`config.mk`:
```
export PLATFORM = sky130hd
export DESIGN_NAME = cpd_top
export DESIGN_NICKNAME = d
export VERILOG_FILES = /design/src/cpd_pkg.sv /design/src/cpd_top.sv
export SDC_FILE = /design/constraint.sdc
export NUM_CORES = 2
export LEC_CHECK = 0
export BUFFER_PORTS_ARGS = -buffer_cell sky130_fd_sc_hd__buf_4
export CAP_MARGIN = 20
export CORE_UTILIZATION = 55
export DETAILED_ROUTE_END_ITERATION = 6
export MAX_ROUTING_LAYER = met4
export PLACE_DENSITY = 0.74
export SLEW_MARGIN = 10
export SYNTH_ARGS = -nofsm -noshare
export SYNTH_HDL_FRONTEND = slang
export SYNTH_SLANG_ARGS = --single-unit
```
`constraint.sdc`:
```
create_clock -name aclk -period 7.3 [get_ports aclk]
set_input_delay 0.365 -clock aclk [delete_from_list [all_inputs] [get_ports aclk]]
set_output_delay 0.365 -clock aclk [all_outputs]
set_load 0.03 [all_outputs]
```
`src/cpd_pkg.sv`:
```
// Package: constants and field layouts for the capability permission block
`default_nettype none
package cpd_pkg;

  // Register bus geometry
  localparam int          ADDR_W      = 6;
  localparam int          DATA_W      = 32;
  localparam int          BYTE_W      = 8;
  localparam int          STRB_W      = DATA_W / BYTE_W;
  localparam int          WORD_LSB    = 2;
  localparam int          MAX_WORDS   = 4;

  // Register byte offsets
  localparam logic [5:0]  OFF_CAP0    = 6'h00;
  localparam logic [5:0]  OFF_REQ     = 6'h10;
  localparam logic [5:0]  OFF_STATUS  = 6'h14;
  localparam logic [5:0]  OFF_CONFIG  = 6'h18;

  // AXI responses
  localparam logic [1:0]  RESP_OKAY   = 2'h0;
  localparam logic [1:0]  RESP_SLVERR = 2'h2;

  // Grant field widths and layout
  localparam int          AP_W32      = 5;
  localparam int          AP_W64      = 6;
  localparam int          AP_CODES32  = 32;
  localparam logic [1:0]  Q_DATA      = 2'h0;
  localparam logic [1:0]  Q_EXEC      = 2'h1;
  localparam logic [1:0]  Q_CAP       = 2'h3;
  localparam logic [5:0]  AP64_NOMODE = 6'h1F;
  localparam logic [5:0]  AP_ALL      = 6'h3F;

  // Root capability present after reset
  localparam logic [5:0]  ROOT_AP32   = 6'h09;
  localparam logic [5:0]  ROOT_AP64   = 6'h3F;

  // Tagged capability slots
  localparam int          SLOTS       = 16;

  // Operations carried by a request
  typedef enum logic [2:0] {
    OP_LOAD_DATA, OP_STORE_DATA, OP_LOAD_CAP, OP_STORE_CAP,
    OP_FETCH, OP_CSR, OP_RESTRICT, OP_READ_GRANTS
  } cpd_op_t;

  // Decoded grants; low six bits follow the one-bit-per-grant layout
  typedef struct packed {
    logic rsv;
    logic mode;
    logic system_register_grant;
    logic x;
    logic r;
    logic w;
    logic c;
  } cpd_grants_t;

  localparam cpd_grants_t GRANTS_NONE = 7'h00;
  localparam cpd_grants_t GRANTS_RSV  = 7'h40;

  // Request register layout
  typedef struct packed {
    logic [7:0] byte_mask;
    logic [1:0] pad2;
    logic [5:0] keep_mask;
    logic [3:0] pad1;
    logic [3:0] slot;
    logic [2:0] pad0;
    logic       in_bounds;
    logic       sealed;
    cpd_op_t    op;
  } cpd_req_t;

  // Status register layout
  typedef struct packed {
    logic [9:0] pad3;
    logic [5:0] ap;
    logic [1:0] pad2;
    logic [5:0] grants;
    logic [2:0] pad1;
    logic       cap_tag;
    logic       res_tag;
    logic       fault;
    logic       allowed;
    logic       done;
  } cpd_status_t;

endpackage
`default_nettype wire

```
`src/cpd_top.sv`:
```
// Capability permission decode and check engine with an AXI4-Lite register port
`default_nettype none

module cpd_top import cpd_pkg::*; #(
  parameter int MXLEN  = 32,
  parameter bit LEGACY = 1'b1
) (
  input  wire logic              aclk,
  input  wire logic              aresetn,
  input  wire logic [ADDR_W-1:0] s_axi_awaddr,
  input  wire logic              s_axi_awvalid,
  output var  logic              s_axi_awready,
  input  wire logic [DATA_W-1:0] s_axi_wdata,
  input  wire logic [STRB_W-1:0] s_axi_wstrb,
  input  wire logic              s_axi_wvalid,
  output var  logic              s_axi_wready,
  output var  logic [1:0]        s_axi_bresp,
  output var  logic              s_axi_bvalid,
  input  wire logic              s_axi_bready,
  input  wire logic [ADDR_W-1:0] s_axi_araddr,
  input  wire logic              s_axi_arvalid,
  output var  logic              s_axi_arready,
  output var  logic [DATA_W-1:0] s_axi_rdata,
  output var  logic [1:0]        s_axi_rresp,
  output var  logic              s_axi_rvalid,
  input  wire logic              s_axi_rready,
  output var  logic              access_fault
);

  // Capability geometry from the machine width; KEEP64 follows LEGACY and SLOT_W follows SLOTS
  localparam int          CAP_W   = 2 * MXLEN;
  localparam int          NWORDS  = CAP_W / DATA_W;
  localparam logic        WIDE    = (MXLEN == 64);
  localparam int          AP_W    = WIDE ? AP_W64 : AP_W32;
  localparam int          RSV_BIT = CAP_W - 1 - AP_W;
  localparam int          SLOT_W  = $clog2(SLOTS);
  localparam logic [5:0]  ROOT_AP = WIDE ? ROOT_AP64 : ROOT_AP32;
  localparam logic [5:0]  KEEP64  = LEGACY ? AP_ALL : AP64_NOMODE;

  logic [ADDR_W-1:0] aw_addr_q;
  logic              aw_have_q;
  logic [DATA_W-1:0] w_data_q;
  logic [STRB_W-1:0] w_strb_q;
  logic              w_have_q;
  logic              do_write;
  logic              wr_err;
  logic [DATA_W-1:0] rd_data;
  logic              rd_err;
  logic [CAP_W-1:0]  cap_q;
  logic              cap_tag_q;
  logic [CAP_W-1:0]  slot_q [SLOTS];
  logic              slot_tag_q [SLOTS];
  cpd_req_t          req_q;
  logic              start_q;
  cpd_status_t       status_q;
  logic [5:0]        ap_raw;
  cpd_grants_t       grants;
  logic              usable;
  logic              need_ok;
  logic              allowed;
  logic              is_access;
  logic [5:0]        ap_new;
  logic [SLOT_W-1:0] slot_idx;

  // Decode an encoded grant field into separate flags; reserved codes grant nothing
  function automatic cpd_grants_t cpd_decode(input logic [5:0] f, input logic wide, input logic legacy);
    cpd_grants_t g;
    g = GRANTS_NONE;
    if (wide) begin
      g.c    = f[0];
      g.w    = f[1];
      g.r    = f[2];
      g.x    = f[3];
      g.system_register_grant  = f[4];
      g.mode = legacy & f[5];
      g.rsv  = ~legacy & f[5];
    end else begin
      case (f[4:3])
        Q_DATA: begin
          case (f[2:0])
            3'h0: g = GRANTS_NONE;
            3'h1: g.r = 1'b1;
            3'h4: g.w = 1'b1;
            3'h5: begin
              g.r = 1'b1;
              g.w = 1'b1;
            end
            default: g.rsv = 1'b1;
          endcase
        end
        Q_EXEC: begin
          g.r    = 1'b1;
          g.x    = 1'b1;
          g.mode = legacy & f[0];
          case (f[2:1])
            2'h0: begin
              g.w   = 1'b1;
              g.c   = 1'b1;
              g.system_register_grant = 1'b1;
            end
            2'h1: g.c = 1'b1;
            2'h2: begin
              g.w = 1'b1;
              g.c = 1'b1;
            end
            default: g.w = 1'b1;
          endcase
        end
        Q_CAP: begin
          case (f[2:0])
            3'h3: begin
              g.r = 1'b1;
              g.c = 1'b1;
            end
            3'h7: begin
              g.r = 1'b1;
              g.w = 1'b1;
              g.c = 1'b1;
            end
            default: g.rsv = 1'b1;
          endcase
        end
        default: g.rsv = 1'b1;
      endcase
    end
    if (g.rsv) begin
      g = GRANTS_RSV;
    end
    return g;
  endfunction

  // Narrow the grant field to a legal code that is a subset of the wanted grants
  function automatic logic [5:0] restrict_ap(input logic [5:0] f, input logic [5:0] keep);
    cpd_grants_t want;
    cpd_grants_t g;
    logic [5:0]  pick;
    logic [2:0]  best;
    logic [2:0]  score;
    logic        fits;
    want = cpd_decode(f, WIDE, LEGACY);
    want = cpd_grants_t'({want.rsv, want.mode, want[4:0] & keep[4:0]});
    pick = '0;
    best = '0;
    if (WIDE) begin
      pick = f & keep & KEEP64;
    end else begin
      for (int i = 0; i < AP_CODES32; i++) begin
        g     = cpd_decode(6'(i), WIDE, LEGACY);
        fits  = !g.rsv && ((g[4:0] & ~want[4:0]) == 5'h00) && (!g.x || g.mode == want.mode);
        score = {2'h0, g.r} + {2'h0, g.w} + {2'h0, g.c} + {2'h0, g.x} + {2'h0, g.system_register_grant};
        if (fits && score > best) begin
          best = score;
          pick = 6'(i);
        end
      end
    end
    return pick;
  endfunction

  assign do_write = aw_have_q && w_have_q && !s_axi_bvalid;
  assign slot_idx = req_q.slot[SLOT_W-1:0];

  // Write address channel: hold one address until the response is issued
  always_ff @(posedge aclk) begin
    if (!aresetn) begin
      aw_have_q     <= 1'b0;
      aw_addr_q     <= '0;
      s_axi_awready <= 1'b0;
    end else if (s_axi_awvalid && s_axi_awready) begin
      aw_have_q     <= 1'b1;
      aw_addr_q     <= s_axi_awaddr;
      s_axi_awready <= 1'b0;
    end else begin
      if (do_write) begin
        aw_have_q <= 1'b0;
      end
      s_axi_awready <= !aw_have_q && !s_axi_bvalid;
    end
  end

  // Write data channel: independent of the address, either may come first
  always_ff @(posedge aclk) begin
    if (!aresetn) begin
      w_have_q     <= 1'b0;
      w_data_q     <= '0;
      w_strb_q     <= '0;
      s_axi_wready <= 1'b0;
    end else if (s_axi_wvalid && s_axi_wready) begin
      w_have_q     <= 1'b1;
      w_data_q     <= s_axi_wdata;
      w_strb_q     <= s_axi_wstrb;
      s_axi_wready <= 1'b0;
    end else begin
      if (do_write) begin
        w_have_q <= 1'b0;
      end
      s_axi_wready <= !w_have_q && !s_axi_bvalid;
    end
  end

  // Writable offsets: capability words and the request register
  assign wr_err = !((aw_addr_q < OFF_REQ) || (aw_addr_q[ADDR_W-1:WORD_LSB] == OFF_REQ[ADDR_W-1:WORD_LSB]));

  // Write response once both halves are in
  always_ff @(posedge aclk) begin
    if (!aresetn) begin
      s_axi_bvalid <= 1'b0;
      s_axi_bresp  <= RESP_OKAY;
    end else if (do_write) begin
      s_axi_bvalid <= 1'b1;
      s_axi_bresp  <= wr_err ? RESP_SLVERR : RESP_OKAY;
    end else if (s_axi_bready) begin
      s_axi_bvalid <= 1'b0;
    end
  end

  // Read decode; words above the capability width read as zero
  always_comb begin
    rd_data = '0;
    rd_err  = 1'b0;
    if (s_axi_araddr < OFF_REQ) begin
      for (int k = 0; k < NWORDS; k++) begin
        if (s_axi_araddr[WORD_LSB+:2] == 2'(k)) begin
          rd_data = cap_q[k*DATA_W+:DATA_W];
        end
      end
    end else begin
      case (s_axi_araddr[ADDR_W-1:WORD_LSB])
        OFF_REQ[ADDR_W-1:WORD_LSB]:    rd_data = req_q;
        OFF_STATUS[ADDR_W-1:WORD_LSB]: rd_data = status_q;
        OFF_CONFIG[ADDR_W-1:WORD_LSB]: rd_data = {15'h0000, LEGACY, 8'(CAP_W), 8'(MXLEN)};
        default:                       rd_err  = 1'b1;
      endcase
    end
  end

  // Read channel: one read in flight, answer one cycle after the address
  always_ff @(posedge aclk) begin
    if (!aresetn) begin
      s_axi_arready <= 1'b0;
      s_axi_rvalid  <= 1'b0;
      s_axi_rdata   <= '0;
      s_axi_rresp   <= RESP_OKAY;
    end else if (s_axi_arvalid && s_axi_arready) begin
      s_axi_arready <= 1'b0;
      s_axi_rvalid  <= 1'b1;
      s_axi_rdata   <= rd_data;
      s_axi_rresp   <= rd_err ? RESP_SLVERR : RESP_OKAY;
    end else if (s_axi_rvalid) begin
      if (s_axi_rready) begin
        s_axi_rvalid <= 1'b0;
      end
    end else begin
      s_axi_arready <= 1'b1;
    end
  end

  // Request register; a write launches the operation on the next edge
  always_ff @(posedge aclk) begin
    if (!aresetn) begin
      req_q   <= '0;
      start_q <= 1'b0;
    end else begin
      start_q <= 1'b0;
      if (do_write && aw_addr_q[ADDR_W-1:WORD_LSB] == OFF_REQ[ADDR_W-1:WORD_LSB]) begin
        req_q   <= cpd_req_t'(w_data_q);
        start_q <= 1'b1;
      end
    end
  end

  // Grant decode and access check on the working capability
  always_comb begin
    ap_raw    = 6'(cap_q[CAP_W-1 -: AP_W]);
    grants    = cpd_decode(ap_raw, WIDE, LEGACY);
    usable    = cap_tag_q && !req_q.sealed && req_q.in_bounds && !cap_q[RSV_BIT] && !grants.rsv;
    is_access = 1'b1;
    case (req_q.op)
      OP_LOAD_DATA:  need_ok = grants.r;
      OP_STORE_DATA: need_ok = grants.w;
      OP_LOAD_CAP:   need_ok = grants.r && grants.c;
      OP_STORE_CAP:  need_ok = grants.w && grants.c;
      OP_FETCH:      need_ok = grants.x;
      OP_CSR:        need_ok = grants.system_register_grant;
      default: begin
        need_ok   = 1'b0;
        is_access = 1'b0;
      end
    endcase
    allowed = usable && need_ok;
    ap_new  = restrict_ap(ap_raw, req_q.keep_mask);
  end

  // Working capability: tagged root at reset, integer writes drop the tag
  always_ff @(posedge aclk) begin
    if (!aresetn) begin
      cap_q                  <= '0;
      cap_q[CAP_W-1 -: AP_W] <= ROOT_AP[AP_W-1:0];
      cap_tag_q              <= 1'b1;
    end else if (do_write && aw_addr_q < OFF_REQ) begin
      for (int k = 0; k < NWORDS; k++) begin
        for (int b = 0; b < STRB_W; b++) begin
          if (aw_addr_q[WORD_LSB+:2] == 2'(k) && w_strb_q[b]) begin
            cap_q[k*DATA_W+b*BYTE_W+:BYTE_W] <= w_data_q[b*BYTE_W+:BYTE_W];
          end
        end
      end
      if ({1'b0, aw_addr_q[WORD_LSB+:2]} < 3'(NWORDS) && |w_strb_q) begin
        cap_tag_q <= 1'b0;
      end
    end else if (start_q && req_q.op == OP_LOAD_CAP && allowed) begin
      cap_q     <= slot_q[slot_idx];
      cap_tag_q <= slot_tag_q[slot_idx];
    end else if (start_q && req_q.op == OP_RESTRICT) begin
      cap_q[CAP_W-1 -: AP_W] <= ap_new[AP_W-1:0];
      cap_tag_q <= cap_tag_q && !req_q.sealed && !cap_q[RSV_BIT];
    end
  end

  // Tagged memory slots; integer stores clear the whole slot tag
  always_ff @(posedge aclk) begin
    if (!aresetn) begin
      for (int s = 0; s < SLOTS; s++) begin
        slot_q[s]     <= '0;
        slot_tag_q[s] <= 1'b0;
      end
    end else if (start_q && allowed) begin
      if (req_q.op == OP_STORE_CAP) begin
        slot_q[slot_idx]     <= cap_q;
        slot_tag_q[slot_idx] <= cap_tag_q;
      end else if (req_q.op == OP_STORE_DATA && |req_q.byte_mask) begin
        slot_tag_q[slot_idx] <= 1'b0;
      end
    end
  end

  // Result status of the last operation
  always_ff @(posedge aclk) begin
    if (!aresetn) begin
      status_q <= '0;
    end else if (do_write && aw_addr_q[ADDR_W-1:WORD_LSB] == OFF_REQ[ADDR_W-1:WORD_LSB]) begin
      status_q.done <= 1'b0;
    end else if (start_q) begin
      status_q.done    <= 1'b1;
      status_q.allowed <= allowed;
      status_q.fault   <= is_access && !allowed;
      status_q.grants  <= grants[5:0];
      status_q.ap      <= ap_raw;
      case (req_q.op)
        OP_LOAD_DATA: status_q.res_tag <= 1'b0;
        OP_LOAD_CAP:  status_q.res_tag <= allowed && slot_tag_q[slot_idx];
        OP_RESTRICT:  status_q.res_tag <= cap_tag_q && !req_q.sealed && !cap_q[RSV_BIT];
        default:      status_q.res_tag <= 1'b0;
      endcase
    end else begin
      status_q.cap_tag <= cap_tag_q;
    end
  end

  // Fault line follows the stored status
  always_ff @(posedge aclk) begin
    if (!aresetn) begin
      access_fault <= 1'b0;
    end else if (start_q) begin
      access_fault <= is_access && !allowed;
    end
  end

endmodule
`default_nettype wire

```
==> flow_summary.json <==
{
  "outcome": "finished clean",
  "ios": 97,
  "gp_congestion": 0.910,
  "synth_area_leaders": "edfxtp_1 58%, mux4_2 14%, dfxtp_1 8.1%, nor2_1 7.6%, nand2_1 3.7%",
  "setup_viol": 0,
  "rsz0062_at_grt": "no",
  "portBuffers": 90,
  "yosys_warnings": 0,
  "synth_area_um2": 53400,
  "yosys.area_share.simple_pct": 12.6,
  "numClockSinks": 1240,
  "p_clk_share_pct": 43.1,
  "hold_viol": 0,
  "async_flop_share_pct": 0,
  "ir_drop_v": 0.000217,
  "p_sw_mw": 3.17,
  "synth_compound_area_share_pct": 4.35,
  "clockBufferDepth": 3,
  "path_cells": "a21boi_1 > o31a_1 > a211oi_2 > nor2b_2 > nand4_4 > o21ai_4 > buf_4",
  "slew_headroom_pct": 19.5,
  "grt_pass1_vias": 34600,
  "synth_top_family_by_area": "multiplexers",
  "avgSynthCellArea_um2": 13.2,
  "crit_slowest_cell": "o21ai_4",
  "skew_ns": 0.0325,
  "wl_per_cell_um": 26.9,
  "period_minus_slack_ns": 4.97,
  "max_freq_ghz": 0.201,
  "row_count": 113,
  "post-cts-setup-buffers": 0,
  "area_growth_syn_to_layout_pct": 12.2,
  "endpoint_kind": "flip-flop",
  "p_int_mw": 11.7,
  "grt_pass1_wl_mm": 217,
  "worstMarginPinSlew_ns": 1.20,
  "antenna_found_initial": 5,
  "placed_cell_area_um2": 55200,
  "h-tree-depth": 3,
  "path_class": "flip-flop to flip-flop",
  "start_util_pct": 55.8,
  "viasPerCell": 6.48,
  "synth-main-ff-cell": "edfxtp_1",
  "switching_share_pct": 21.3,
  "period_share_pct": 68.1,
  "dr.pass1.iters": 6,
  "core_um2": 95600,
  "ys_ff_latch": 1240,
  "tns_ns": 0,
  "drc": 0,
  "powerDensity_nw_per_um2": 249,
  "cts_root_buffer": "clkbuf_16",
  "p_seq_share_pct": 53.2,
  "final_area_um2": 59900,
  "grt_start_max_net_pins": 197,
  "critPathRequiredTime_ns": 7.69,
  "dp.final_hpwl_mm": 77.5,
  "yosys.area_share.xor_xnor_pct": 0,
  "cp_data_arrival_time_ns": 5.36,
  "drt_iter0_drc": 5346,
  "synth_edf_count": 1024,
  "nets": 4124,
  "clk-insertion-delay-late_ns": 0.73,
  "drt_wl_total_mm": 146,
  "yosysTopAreaCellShare_pct": 57.6,
  "min_path_type": "primary input to flip-flop",
  "drtAntennaViolNets": 0,
  "crit_fanout": 48,
  "track_usage_pct": 30.7,
  "worst_setup_path_start_kind": "flip-flop",
  "slowest_delay_ns": 1.32,
  "cts_made_buffers": 121,
  "ys_seq_area_share_pct": 65.7,
  "grt-ovfl-total": 0,
  "synth_top_cell_by_area": "edfxtp_1",
  "drive_gt1_share_pct": 17.3,
  "dieArea_um2": 98300,
  "synth_fa_ha_area_share_pct": 0.0469,
  "vias": 35300,
  "clkTransAtPathRegs_ns": 0.06,
  "ys_types": 72,
  "die_y_um": 313,
  "cap_violations": 0,
  "synthTopCellsByCount": "1,076 x nor2_1, 1,024 x edfxtp_1, 523 x nand2_1",
  "cts_tree": "yes",
  "leakage_nw": 19.1,
  "muxShareOfSynthArea_pct": 14.4,
  "yosysMostFrequentCell": "nor2_1",
  "pwr-share-comb_pct": 3.7,
  "netlist_instances": 4039,
  "die_w_um": 313,
  "slew_violations": 0
}
==> registers in the layout, indices dropped and copies added (netlist names), named ones only <==
signal / count
aw_addr_q: 4
w_strb_q: 4
s_axi_awready: 1
start_q: 1
access_fault: 1
s_axi_bresp: 1
req_q: 28
s_axi_arready: 1
s_axi_rdata: 32
aw_have_q: 1
w_data_q: 32
w_have_q: 1
s_axi_rresp: 1
s_axi_rvalid: 1
slot_idx: 4
s_axi_bvalid: 1
cap_tag_q: 1
cap_q: 64
status_q: 16
slot_tag_q: 16
slot_q: 1024
s_axi_wready: 1
==> per-layer routing <==
metal  global-route usage [%]  vias up  wire, um
met5                        -        -         0
met3                     6.23      285     18700
met2                     48.1     2543     69600
li1                         -    14800         -
met1                     41.3    17700     54200
met4                     8.28        0      3780
==> repair_timing <==
action	CTS	global route
gates resized for setup	0	0
endpoints found under the hold margin	42	0
hold buffers	47	0
==> per-stage QoR <==
step           setup slack (ns)  util [%]  power [mW]  hold WS [ns]  std cells
2_1_floorplan             0.293         -        8.38         0.427       4056
3_3_place_gp               2.51      57.8        8.57         0.442       5159
3_5_place_dp               2.45      57.8        8.59         0.443       5159
4_1_cts                    2.43      62.6        14.9        0.0300       5434
5_1_grt                    2.20      62.6        15.2        0.0308       5440
6_report                   2.33      62.6        14.9        0.0373       5440
==> cells by family (layout without fill, tap and decap cells) <==
logic type,count (synthesis),count (layout)
AOI/OAI and AO/OA,382,382
adders and majority gates,2,2
buffers and inverters,331,447
DFF,1240,1240
muxes,370,370
other,1,21
and+or+nand+nor,1713,1713
==> power groups by stage <==
stage          combinational (mW)  clock (mW)  sequential [mW]
2_1_floorplan               0.259           0             8.12
3_3_place_gp                0.508           0             8.07
3_5_place_dp                0.514           0             8.08
4_1_cts                     0.536        6.44             7.93
5_1_grt                     0.566        6.71             7.95
6_report                    0.546        6.42             7.93
==> worst max-delay path, delay by kind of cell, from the launching register on <==
| kind | cells | cell delay [ns] |
|---|---|---|
| compound gates | 4 | 2.15 |
| buf+inv | 1 | 0.44 |
| flops | 1 | 0.86 |
| simple gates | 2 | 1.15 |
==> cell type report <==
type | count | area [um^2]
Timing Repair Buffer | 204 | 1900
Antenna cell | 3 | 7.51
Multi-Input combinational cell | 2485 | 17100
Fill cell | 6815 | 35700
Tap cell | 1265 | 1580
Sequential cell | 1240 | 35100
Clock inverter | 72 | 747
Inverter | 15 | 62.6
Clock buffer | 156 | 3380
==> cell usage in the layout, fill, tap and decap left out, types with 8 or more instances in the layout <==
master	netlist	final
buf_12	0	18
bufinv_16	0	12
buf_4	9	137
nor2_1	1076	1075
clkinv_1	2	25
nand4_1	9	9
o21ai_4	0	15
nor3_1	21	19
nand2b_1	12	11
nor2b_1	11	9
clkbuf_16	0	126
and2_1	11	9
inv_1	13	13
nand2_1	523	523
nor4_1	8	8
conb_1	1	18
nand3_1	10	10
a21oi_1	106	106
clkinv_2	0	23
mux4_2	320	320
dlygate4sd3_1	0	47
a221oi_1	15	15
clkbuf_8	0	11
a211oi_1	18	18
o21ai_0	122	107
dfxtp_1	216	213
edfxtp_1	1024	1024
mux2i_1	49	49
clkbuf_1	140	18
a31oi_1	62	62
==> worst paths after layout <==
check        depth (start not counted)                          end                   start  slack, ns
max                                  7  slot_q[1][17]$_SDFFCE_PN0P_  cap_q[60]$_SDFFE_PN0P_       2.33
min                                  3     w_data_q[0]$_SDFFE_PN0P_          s_axi_wdata[0]       0.04
max reg2reg                          7  slot_q[1][17]$_SDFFCE_PN0P_  cap_q[60]$_SDFFE_PN0P_       2.33
min reg2reg                          2       req_q[14]$_SDFFE_PN0P_  req_q[14]$_SDFFE_PN0P_       0.46
Power figures use the tool's default switching activity.
